$ cat config.mk
export PLATFORM = sky130hd
export DESIGN_NAME = wicdc_top
export DESIGN_NICKNAME = d
export VERILOG_FILES = /design/src/wicdc_pkg.sv /design/src/wicdc_top.sv /design/src/wicdc_watchpoint.sv
export SDC_FILE = /design/constraint.sdc
export NUM_CORES = 1
export LEC_CHECK = 0
export ABC_AREA = 1
export BUFFER_PORTS_ARGS = -buffer_cell sky130_fd_sc_hd__buf_2
export CORE_MARGIN = 2
export CORE_UTILIZATION = 55
export DETAILED_ROUTE_END_ITERATION = 8
export PLACE_DENSITY = 0.7
export SLEW_MARGIN = 20
export SYNTH_ARGS = -nofsm -noshare
export SYNTH_HDL_FRONTEND = slang
export SYNTH_SLANG_ARGS = --single-unit
export TNS_END_PERCENT = 20
$ cat constraint.sdc
create_clock -name sys_clk -period 2.6 [get_ports sys_clk]
set_input_delay 0.26 -clock sys_clk [delete_from_list [all_inputs] [get_ports sys_clk]]
set_output_delay 0.26 -clock sys_clk [all_outputs]
set_load 0.01 [all_outputs]
$ cat src/wicdc_pkg.sv
// Constants, register map and compare helper shared by the debug watchpoint block.
package wicdc_pkg;

  // Scan word layout: data field, address field, read/write bit.
  localparam int SCAN_W      = 38;
  localparam int SCAN_DATA_W = 32;
  localparam int SCAN_ADDR_W = 5;
  localparam int SCAN_ADDR_LO = 32;
  localparam int SCAN_RW_BIT = 37;

  // Register addresses on the scan chain.
  localparam logic [4:0] ADDR_DBG_CTRL = 5'h00;
  localparam logic [1:0] WP0_GROUP     = 2'h1;
  localparam logic [1:0] WP1_GROUP     = 2'h2;
  localparam logic [2:0] WP_ADDR_VALUE = 3'h0;
  localparam logic [2:0] WP_ADDR_MASK  = 3'h1;
  localparam logic [2:0] WP_DATA_VALUE = 3'h2;
  localparam logic [2:0] WP_DATA_MASK  = 3'h3;
  localparam logic [2:0] WP_CTRL_VALUE = 3'h4;
  localparam logic [2:0] WP_CTRL_MASK  = 3'h5;

  // Watchpoint control field, instruction comparison format.
  localparam int CV_W       = 9;
  localparam int CM_W       = 8;
  localparam int CTL_ISA    = 1;
  localparam int CTL_FORMAT = 3;
  localparam int CTL_PRIV   = 4;
  localparam int CTL_EXT    = 5;
  localparam int CTL_CHAIN  = 6;
  localparam int CTL_RANGE  = 7;
  localparam int CTL_ENABLE = 8;
  localparam logic [7:0] CTL_UNMASKABLE = 8'h08;

  // Debug control register.
  localparam int DC_W       = 6;
  localparam int DC_ACK     = 0;
  localparam int DC_REQ     = 1;
  localparam int DC_INHIBIT = 2;
  localparam int DC_SBZ     = 3;
  localparam int DC_MONITOR = 4;
  localparam int DC_DISABLE = 5;
  localparam logic [5:0] DC_RESET    = 6'h10;
  localparam logic [5:0] DC_WRITABLE = 6'h37;

  // A word matches when every unmasked bit equals the value bit.
  function automatic logic maskedMatch(input logic [31:0] value, input logic [31:0] mask,
                                       input logic [31:0] actual);
    maskedMatch = &(mask | ~(value ^ actual));
  endfunction : maskedMatch

endpackage : wicdc_pkg

$ cat src/wicdc_top.sv
// Debug watchpoint pair, debug control register and scan register access.
//
// What this block does
// - Control bit 1 compares fetch instruction-set state.
// - Control bit 4 compares fetch privilege.
// - Bit 5 compares per-watchpoint external condition.
// - Bit 6 compares chain; unit 1 feeds 0.
// - Chain latch: address/control enables, data stores.
// - Chain latch cleared by control write, test reset.
// - Bit 7 compares range; unit 1 address feeds 0.
// - Break asserted only when enable bit set.
// - Debug control register is six bits.
// - Read/write bit high writes, low reads.
// - Disable, monitor, zero, inhibit, request, acknowledge bits.
// - Mask bit one ignores the value bit, except the control format bit.
// - Format bit zero compares instruction buses.
// - Access by 38-bit data, address, read/write word.
// - Interrupts blocked in debug state or inhibited.
`timescale 1ns/1ns
module wicdc_top
  import wicdc_pkg::*;
(
  // Clock and resets.
  input  wire logic        sys_clk,
  input  wire logic        reset,
  input  wire logic        testResetN,
  // Scan chain from the debug host.
  input  wire logic        scanIn,
  input  wire logic        scanShift,
  input  wire logic        scanCapture,
  input  wire logic        scanUpdate,
  output logic             scanOut,
  // Instruction fetch state from the core.
  input  wire logic        fetchValid,
  input  wire logic [31:0] fetchAddr,
  input  wire logic [31:0] fetchData,
  input  wire logic        fetchIsaState,
  input  wire logic        fetchPrivilege,
  input  wire logic [1:0]  externalCondition,
  // Core debug and interrupt signals.
  input  wire logic        coreDebugAck,
  input  wire logic        externalDebugReq,
  input  wire logic        irqIn,
  input  wire logic        fiqIn,
  // Results towards core and system.
  output logic             instructionBreak,
  output logic             debugAckOut,
  output logic             debugReqOut,
  output logic             irqToCore,
  output logic             fiqToCore,
  output logic             monitorModeEnable,
  output logic             comparatorsDisabled
);

  typedef struct packed {
    logic [SCAN_W-1:0]     shiftReg;
    logic [4:0]            readAddr;
    logic [1:0][31:0]      addrValue;
    logic [1:0][31:0]      addrMask;
    logic [1:0][31:0]      dataValue;
    logic [1:0][31:0]      dataMask;
    logic [1:0][CV_W-1:0]  ctrlValue;
    logic [1:0][CM_W-1:0]  ctrlMask;
    logic [DC_W-1:0]       debugCtrl;
    logic                  reqForce;
    logic                  scanOut;
    logic                  brk;
    logic                  ackOut;
    logic                  reqOut;
    logic                  irqOut;
    logic                  fiqOut;
  } wicdc_state_t;

  wicdc_state_t st;
  wicdc_state_t next_st;
  logic         writeEn;
  logic [4:0]   regAddr;
  logic [31:0]  wrData;
  logic [31:0]  readData;
  logic [1:0]   ctrlWrite;
  logic [1:0]   addrMatch;
  logic [1:0]   breakHit;
  logic [1:0]   link_output_latch;
  logic         wpSel;
  logic         wpValid;
  logic         rdSel;
  logic         rdValid;
  logic         blockIrq;

  always_comb begin
    writeEn  = scanUpdate & st.shiftReg[SCAN_RW_BIT];
    regAddr  = st.shiftReg[SCAN_RW_BIT-1:SCAN_ADDR_LO];
    wrData   = st.shiftReg[SCAN_DATA_W-1:0];
    wpSel    = (regAddr[4:3] == WP1_GROUP);
    wpValid  = ((regAddr[4:3] == WP0_GROUP) || (regAddr[4:3] == WP1_GROUP))
               && (regAddr[2:0] <= WP_CTRL_MASK);
    rdSel    = (st.readAddr[4:3] == WP1_GROUP);
    rdValid  = ((st.readAddr[4:3] == WP0_GROUP) || (st.readAddr[4:3] == WP1_GROUP));
    ctrlWrite = 2'b00;
    if (writeEn && wpValid && regAddr[2:0] == WP_CTRL_VALUE) begin
      ctrlWrite[wpSel] = 1'b1;
    end
    // Unmapped addresses read as zero.
    readData = 32'h0000_0000;
    if (st.readAddr == ADDR_DBG_CTRL) begin
      readData[DC_W-1:0] = st.debugCtrl;
    end else if (rdValid) begin
      case (st.readAddr[2:0])
        WP_ADDR_VALUE: readData = st.addrValue[rdSel];
        WP_ADDR_MASK:  readData = st.addrMask[rdSel];
        WP_DATA_VALUE: readData = st.dataValue[rdSel];
        WP_DATA_MASK:  readData = st.dataMask[rdSel];
        WP_CTRL_VALUE: readData[CV_W-1:0] = st.ctrlValue[rdSel];
        WP_CTRL_MASK:  readData[CM_W-1:0] = st.ctrlMask[rdSel];
        default:       readData = 32'h0000_0000;
      endcase
    end
  end

  always_comb begin
    next_st = st;
    // Update wins over capture, capture over shift, so one word is never half taken.
    if (scanUpdate) begin
      if (writeEn) begin
        if (regAddr == ADDR_DBG_CTRL) begin
          next_st.debugCtrl = wrData[DC_W-1:0] & DC_WRITABLE;
        end else if (wpValid) begin
          case (regAddr[2:0])
            WP_ADDR_VALUE: next_st.addrValue[wpSel] = wrData;
            WP_ADDR_MASK:  next_st.addrMask[wpSel]  = wrData;
            WP_DATA_VALUE: next_st.dataValue[wpSel] = wrData;
            WP_DATA_MASK:  next_st.dataMask[wpSel]  = wrData;
            WP_CTRL_VALUE: next_st.ctrlValue[wpSel] = wrData[CV_W-1:0];
            WP_CTRL_MASK:  next_st.ctrlMask[wpSel]  = wrData[CM_W-1:0];
            default:       next_st.ctrlMask[wpSel]  = st.ctrlMask[wpSel];
          endcase
        end
      end else begin
        next_st.readAddr = regAddr;
      end
    end else if (scanCapture) begin
      next_st.shiftReg = {1'b0, st.readAddr, readData};
    end else if (scanShift) begin
      next_st.shiftReg = {scanIn, st.shiftReg[SCAN_W-1:1]};
    end
    next_st.scanOut = next_st.shiftReg[0];
    // The request force bit is retimed once before it joins the external request.
    next_st.reqForce = st.debugCtrl[DC_REQ];
    next_st.reqOut   = externalDebugReq | st.reqForce;
    next_st.ackOut   = coreDebugAck | st.debugCtrl[DC_ACK];
    blockIrq         = coreDebugAck | st.debugCtrl[DC_INHIBIT];
    next_st.irqOut   = irqIn & ~blockIrq;
    next_st.fiqOut   = fiqIn & ~blockIrq;
    next_st.brk      = |breakHit;
  end

  always_ff @(posedge sys_clk) begin
    if (reset) begin
      st           <= '0;
      st.debugCtrl <= DC_RESET;
    end else begin
      st <= next_st;
    end
  end

  wicdc_watchpoint #(.WORD_W(32)) u_wp0 (
    .sys_clk           (sys_clk),
    .reset             (reset),
    .testResetN        (testResetN),
    .fetchValid        (fetchValid),
    .fetchAddr         (fetchAddr),
    .fetchData         (fetchData),
    .fetchIsaState     (fetchIsaState),
    .fetchPrivilege    (fetchPrivilege),
    .externalCondition (externalCondition[0]),
    .chainIn           (link_output_latch[1]),
    .rangeIn           (addrMatch[1]),
    .compDisable       (st.debugCtrl[DC_DISABLE]),
    .addrValue         (st.addrValue[0]),
    .addrMask          (st.addrMask[0]),
    .dataValue         (st.dataValue[0]),
    .dataMask          (st.dataMask[0]),
    .ctrlValue         (st.ctrlValue[0]),
    .ctrlMask          (st.ctrlMask[0]),
    .ctrlWrite         (ctrlWrite[0]),
    .addrMatch         (addrMatch[0]),
    .breakHit          (breakHit[0]),
    .link_output_latch          (link_output_latch[0])
  );

  // Unit 1 has no upstream partner, so its chain and range inputs rest low.
  wicdc_watchpoint #(.WORD_W(32)) u_wp1 (
    .sys_clk           (sys_clk),
    .reset             (reset),
    .testResetN        (testResetN),
    .fetchValid        (fetchValid),
    .fetchAddr         (fetchAddr),
    .fetchData         (fetchData),
    .fetchIsaState     (fetchIsaState),
    .fetchPrivilege    (fetchPrivilege),
    .externalCondition (externalCondition[1]),
    .chainIn           (1'b0),
    .rangeIn           (1'b0),
    .compDisable       (st.debugCtrl[DC_DISABLE]),
    .addrValue         (st.addrValue[1]),
    .addrMask          (st.addrMask[1]),
    .dataValue         (st.dataValue[1]),
    .dataMask          (st.dataMask[1]),
    .ctrlValue         (st.ctrlValue[1]),
    .ctrlMask          (st.ctrlMask[1]),
    .ctrlWrite         (ctrlWrite[1]),
    .addrMatch         (addrMatch[1]),
    .breakHit          (breakHit[1]),
    .link_output_latch          (link_output_latch[1])
  );

  always_comb begin
    scanOut             = st.scanOut;
    instructionBreak    = st.brk;
    debugAckOut         = st.ackOut;
    debugReqOut         = st.reqOut;
    irqToCore           = st.irqOut;
    fiqToCore           = st.fiqOut;
    monitorModeEnable   = st.debugCtrl[DC_MONITOR];
    comparatorsDisabled = st.debugCtrl[DC_DISABLE];
  end
endmodule : wicdc_top

$ cat src/wicdc_watchpoint.sv
// One instruction-fetch watchpoint unit with its chain latch.
`timescale 1ns/1ns
module wicdc_watchpoint
  import wicdc_pkg::*;
#(
  parameter int WORD_W = 32
) (
  // Clock and resets.
  input  wire logic              sys_clk,
  input  wire logic              reset,
  input  wire logic              testResetN,
  // Fetch state from the core.
  input  wire logic              fetchValid,
  input  wire logic [WORD_W-1:0] fetchAddr,
  input  wire logic [WORD_W-1:0] fetchData,
  input  wire logic              fetchIsaState,
  input  wire logic              fetchPrivilege,
  input  wire logic              externalCondition,
  // Coupling with the other unit.
  input  wire logic              chainIn,
  input  wire logic              rangeIn,
  // Programmed values.
  input  wire logic              compDisable,
  input  wire logic [WORD_W-1:0] addrValue,
  input  wire logic [WORD_W-1:0] addrMask,
  input  wire logic [WORD_W-1:0] dataValue,
  input  wire logic [WORD_W-1:0] dataMask,
  input  wire logic [CV_W-1:0]   ctrlValue,
  input  wire logic [CM_W-1:0]   ctrlMask,
  input  wire logic              ctrlWrite,
  // Results.
  output logic                   addrMatch,
  output logic                   breakHit,
  output logic                   link_output_latch
);

  if (WORD_W != 32) begin : g_width_check
    $error("wicdc_watchpoint supports only a 32-bit word");
  end

  typedef struct packed {
    logic chainLatch;
  } wicdc_wp_state_t;

  wicdc_wp_state_t st;
  wicdc_wp_state_t next_st;
  logic [7:0]      actualCtrl;
  logic            addrHit;
  logic            ctrlHit;
  logic            dataHit;
  logic            match;

  always_comb begin
    actualCtrl             = 8'h00;
    actualCtrl[CTL_ISA]    = fetchIsaState;
    actualCtrl[CTL_PRIV]   = fetchPrivilege;
    actualCtrl[CTL_EXT]    = externalCondition;
    actualCtrl[CTL_CHAIN]  = chainIn;
    actualCtrl[CTL_RANGE]  = rangeIn;
    // Format bit cannot be masked, so a data-format setting never matches fetches.
    ctrlHit   = &((ctrlMask & ~CTL_UNMASKABLE) | ~(ctrlValue[7:0] ^ actualCtrl));
    addrHit   = maskedMatch(addrValue, addrMask, fetchAddr);
    dataHit   = maskedMatch(dataValue, dataMask, fetchData);
    match     = fetchValid & ~compDisable & addrHit & ctrlHit & dataHit;
    addrMatch = fetchValid & addrHit;
    breakHit  = match & ctrlValue[CTL_ENABLE];
    next_st   = st;
    if (!testResetN || ctrlWrite) begin
      next_st.chainLatch = 1'b0;
    end else if (fetchValid && addrHit && ctrlHit) begin
      next_st.chainLatch = dataHit;
    end
    link_output_latch = st.chainLatch;
  end

  always_ff @(posedge sys_clk) begin
    if (reset) begin
      st <= '0;
    end else begin
      st <= next_st;
    end
  end
endmodule : wicdc_watchpoint
Yosys cells after proc, flatten, opt, wreduce, memory -nomap -nowiden:

Index checks and enable logic that the tools add are counted.

* register bits: 345
* bits in latches: 0
* bits in writable memories: 0
* ROM bits: 0
* input bits: 80
* output and inout port bits: 8
* logic and storage cells: 153
* memories: 0

* add/sub/neg operators: 0
* $mul: 0
* divide/modulo/power cells: 0
* order comparisons: 4
* eq/ne operators: 14
* shift operators: 0
* multiplexer cells: 39
* bitwise logic cells: 40
* reduce and logical (&&, ||, !) cells: 33

Operators with widths (number)
* 2-to-1 mux 32 bit: 10
* bitwise mux 64 bit: 4
* NOT 32 bit: 4
* OR 32 bit: 4
* AND reduction 32 bit: 4
* XOR 32 bit: 4
* case mux 23 bit (4 select lines): 1
* 2-to-1 mux 38 bit: 2
* case mux 8 bit (6 select lines): 1
* 2-to-1 mux 8 bit: 5
* bitwise mux 16 bit: 2
* demux 32 bit (select 1 bit): 1
* case mux 16 bit (2 select lines): 1
* AND reduction 5 bit: 6
* 2-to-1 mux 9 bit: 3
* 2-to-1 mux 26 bit: 1
* bitwise mux 18 bit: 1
* NOT 8 bit: 2
* OR 8 bit: 2
* AND reduction 8 bit: 2
* AND 1 bit: 13
* equality test 3 x 2 -> 1 bit (second input constant): 4
* equality test 3 bit (second input constant): 4
* zero test 5 bit: 2
* other kinds (26): 47

Logic depth before layout (Yosys ltp):

* word-level depth: 13
* depth in mapped cells: 14
* gate-level depth less buffers: 12

By module:

Synthesis repeated with hierarchy kept, for this count alone.

* cells, all modules: 3351
* area total of the unflattened synthesis: 20059.2 um^2

By module, submodules not included
* wicdc_top: instances 1, cells each 2463, area an instance 16228.1 um^2, seq. area each 6886.6 um^2
* wicdc_watchpoint: instances 2, cells each 444, area an instance 1915.6 um^2, seq. area each 20.0 um^2

Worst setup path after synthesis:

OpenSTA, ideal clock, no wires.

* path kind: register -> register
* from: register st (netlist bit regAddr[3])
* to: register st[45] in the netlist's numbering
* library setup time: 0.070 ns
* arrival: 1.781 ns
* data required time: 2.530 ns
* path slack: 0.749 ns
* stages on the path, launching flop included: 10
* path buffers: 2
* clock period less this slack: 1.851 ns
* cells stage by stage: dfxtp_1 inv_1 ha_1 nor2_2 buf_4 nand2_1 nor3_2 buf_2 o21ai_0 a21oi_1

* longest elaborated chain between the ends: 6
* elaborated cells on any way between the ends: 13
* those cells by class: order compare (2); eq/ne (2); mux (3); bitwise (1); reduce/logical (5)

RTL lines
* start: declaration: RTL line wicdc_top.sv:74 `wicdc_state_t st;`
* start signal: assignment: RTL line wicdc_top.sv:162 `st <= next_st;`
* equality test 2 bit: RTL line wicdc_top.sv:94, wicdc_top.sv:95
* < comparator 1 x 2 -> 1 bit (implied by the code) or greater-or-equal comparator 1 bit (tied branches): RTL line wicdc_top.sv:133 `WP_CTRL_VALUE: next_st.ctrlValue[wpSel] = wrData[CV_W-1:0];`
* logical AND 1 bit (implied by the code): RTL line wicdc_top.sv:133
* 2-to-1 mux 9 bit (implied by the code): RTL line wicdc_top.sv:133
* demux 9 bit (select 1 bit): RTL line wicdc_top.sv:133
* bitwise mux 18 bit: RTL line wicdc_top.sv:133

Parallel ways exist; a longest one is shown, timed or not.
A chain may end at the register's enable or synchronous reset.

Worst setup path after layout:

* from: register st (netlist bit regAddr[3])
* to: register st[237] in the netlist's numbering

* longest elaborated chain between the ends: 6
* elaborated cells on any way between the ends: 13
* those cells by class: order compare (2); eq/ne (2); mux (3); bitwise (1); reduce/logical (5)

RTL lines
* equality test 2 bit: RTL line wicdc_top.sv:94, wicdc_top.sv:95
* < comparator 1 x 2 -> 1 bit (implied by the code) or greater-or-equal comparator 1 bit (tied branches): RTL line wicdc_top.sv:130 `WP_ADDR_MASK: next_st.addrMask[wpSel] = wrData;`
* logical AND 1 bit (implied by the code): RTL line wicdc_top.sv:130
* 2-to-1 mux 32 bit (implied by the code): RTL line wicdc_top.sv:130
* demux 32 bit (select 1 bit): RTL line wicdc_top.sv:130
* bitwise mux 64 bit: RTL line wicdc_top.sv:130

Parallel ways exist; a longest one is shown, timed or not.

==> run_results.csv <==
group,metric,value,unit
clock_tree,cts_tree,"done",
finish,diodes,0,
run,timing.max_cap.violations,0,
min_path,hold_path.class,"primary input to flip-flop",
logic_synthesis,syn_area_per_cell,6.703,um^2
clock_tree,root_buffer,"clkbuf_16",
sta,hold_viol,0,
die,die_x,179.9,um
global_route,grt_pass1_wl,92100,um
power,p_leak,7.400,nW
clock_tree,cts_resized,0,
finish,nFillCells,2826,
place,portBuffers,87,
clock_tree,clk_pin_slew,60,ps
power,p_per_area,610.0,nW/um^2
die,start_util,55.76,%
critical_path,r2r_end,"st[237]",
logic_synthesis,synth_edf_count,0,
drt,ant_nets,0,
sta,final.period_utilization,92.26,%
sta,slew_violations,0,
logic_synthesis,async_flop_share,0,%
finish,reg_top3,"st: 331 flops, regAddr: 5 flops",
die,core,30510,um^2
critical_path,cp.arrival,2850,ps
sta,maxSlewHeadroom,46.34,%
drt,route.vias.total,17884,
finish,syn2layout_area_growth,12.19,%
global_route,grt_max_degree,93,
sta,tightest_slew,796.5,ps
finish,fin_nets,2649,
drt,avgRoutedWirePerCell,20.20,um
critical_path,crit_path_max_fanout,46,
critical_path,worstRegToRegCells,10,
place,gp_congestion,0.9616,
finish,instances_no_fill,2987,
clock_tree,clock_latency,530,ps
min_path,whs_endpoint,"u_wp1.link_output_latch",
finish,layout_common_cells,"nand2_1 (505), o21ai_0 (444), a21oi_1 (433)",
outcome,status,"finished clean",
drt,routed_via_density,5.987,
finish,largest_register,"st",
sta,clock.fmax,416.9,MHz
drt,drt_iter0_markers,2335,
critical_path,path_class,"flip-flop to flip-flop",
global_route,antenna_found_initial,1,
logic_synthesis,synth.cell_area,17010,um^2
die,die_h,179.9,um
finish,largest_register_ff_count,331,
critical_path,rrSetupSlack,200,ps
finish,multi_input_area,8479,um^2
min_path,hold_depth,3,
finish,drive_gt1_share,8.877,%
critical_path,reg2reg_from,"regAddr[3]",
critical_path,critPathLaunchType,"flip-flop",
finish,final_util,62.56,%
logic_synthesis,synth.net_count,2620,
clock_tree,htree_levels,2,
logic_synthesis,synth_seq_cells,345,
finish,regArea,6907,um^2
logic_synthesis,synth_warnings,0,
global_route,gr-total-overflow,0,
sta,tns,0,ps
clock_tree,cts.path.max_buffers,3,
critical_path,cp-end-kind,"flip-flop",
global_route,grt_pass1_vias,15799,
die,rows,64,
logic_synthesis,synth_flop_cell,"dfxtp_1",
logic_synthesis,synth.distinct_cells,39,
logic_synthesis,syn-instance-count,2538,
drt,drtPass1Iterations,5,
global_route,grt_usage,36.30,%
sta,finalSetupViolCount,0,
sta,rsz0062_at_grt,"false",
drt,drcViolationCount,0,
place,hpwl,42950,um
die,num_io_pins,88,
power,vdd_drop_max,0.0005616,V
sta,final.min_clock_period,2399,ps
clock_tree,clock_sinks,345,
critical_path,worst-endpoint-required,3050,ps
sta,finClkSkew,13.56,ps
clock_tree,cts_buffers,38,
drt,wl,60330,um
finish,final_common_cell,"nand2_1",
place,place_inst,2918,
logic_synthesis,synth_seq_area_share,40.60,%
min_path,hp-start,"testResetN",
die,die_area,32360,um^2
cells in the mapped netlist (8+ instances only):
library cell	instances	share of area, %
a21oi_1	433	13
a221oi_1	19	0.98
buf_2	51	1.5
buf_4	15	0.66
clkbuf_1	80	1.8
clkinv_1	26	0.57
dfxtp_1	345	41
inv_1	219	4.8
inv_2	9	0.20
nand2_1	505	11
nand3_1	59	1.7
nand4_1	57	2.1
nor2_1	178	3.9
nor2_2	8	0.29
o2111ai_1	11	0.57
o21ai_0	445	13
o21ai_1	12	0.35
timing repair:
action,in CTS,in global routing
hold buffers,5,0
buffers inserted,0,0
hold endpoints to repair,5,0
through the flow:
stage / instance area, um^2 / setup slack, ps / hold slack (ps) / power [mW]
2_1_floorplan: 17010 / 749.1 / 375.8 / 6.059
3_3_place_gp: 17880 / 371.9 / 423.9 / 6.522
3_5_place_dp: 17880 / 231.9 / 439.0 / 6.535
4_1_cts: 19090 / 233.3 / 68.52 / 11.63
5_1_grt: 19090 / 59.71 / 59.27 / 11.97
6_report: 19090 / 201.2 / 67.56 / 11.64
per-layer routing:
| metal | GRT usage (%) | wire length (um) | share of wire (%) |
|---|---|---|---|
| met1 | 54.08 | 26500 | 44 |
| met2 | 49.44 | 23680 | 39 |
| met3 | 11.04 | 8245 | 14 |
| met4 | 11.80 | 1913 | 3.2 |
| met5 | 0 | 0 | 0 |
kinds of logic (layout without fill, tap and decap cells):
group,count (synthesis),count (layout),synth area share [%]
XOR/XNOR,7,7,0.3604
flip-flops,345,345,40.60
buffers and inverters,412,465,9.980
adder cells (fa/ha/maj),2,2,0.1471
AO/OA/AOI/OAI,939,939,28.50
AND/OR/NAND/NOR,833,833,20.42
where the power goes:
part	switching (mW)	internal [mW]	leakage (nW)	total [mW]
Sequential	0.0624	5.34	2.79	5.40
Clock	2.20	2.97	0.575	5.17
Combinational	0.789	0.280	4.04	1.07
Total	3.05	8.59	7.40	11.6
how the worst max path moves through the flow:
| stage | from | to | slack [ps] | depth (start not counted) |
|---|---|---|---|---|
| after floorplan | regAddr[3] | st[45] | 750 | 9 |
| after global placement | regAddr[3] | st[228] | 370 | 10 |
| after detailed placement | regAddr[3] | st[237] | 230 | 10 |
| after CTS | regAddr[3] | st[237] | 230 | 10 |
| after global routing | regAddr[3] | st[221] | 60 | 10 |
| final | regAddr[3] | st[237] | 200 | 10 |
worst max-delay path, cell delays in order (launching register included):
cell and delay (ps):
dfxtp_1 340, inv_1 90, ha_1 310, nor2_2 180
nand3_2 110, nor2_4 160, nand3_2 200, nor2_4 360
buf_12 270, o21ai_0 140, a21oi_1 160
layout make-up:
cell class	instances	area share (%)
inverter	254	5.021
clock inverter	6	0.1770
clock buffer	58	5.906
tap	396	2.596
multi-input combinational	1781	44.42
sequential	345	36.18
timing repair buffer	147	5.690
No activity file was read; power rests on OpenSTA's default activity.
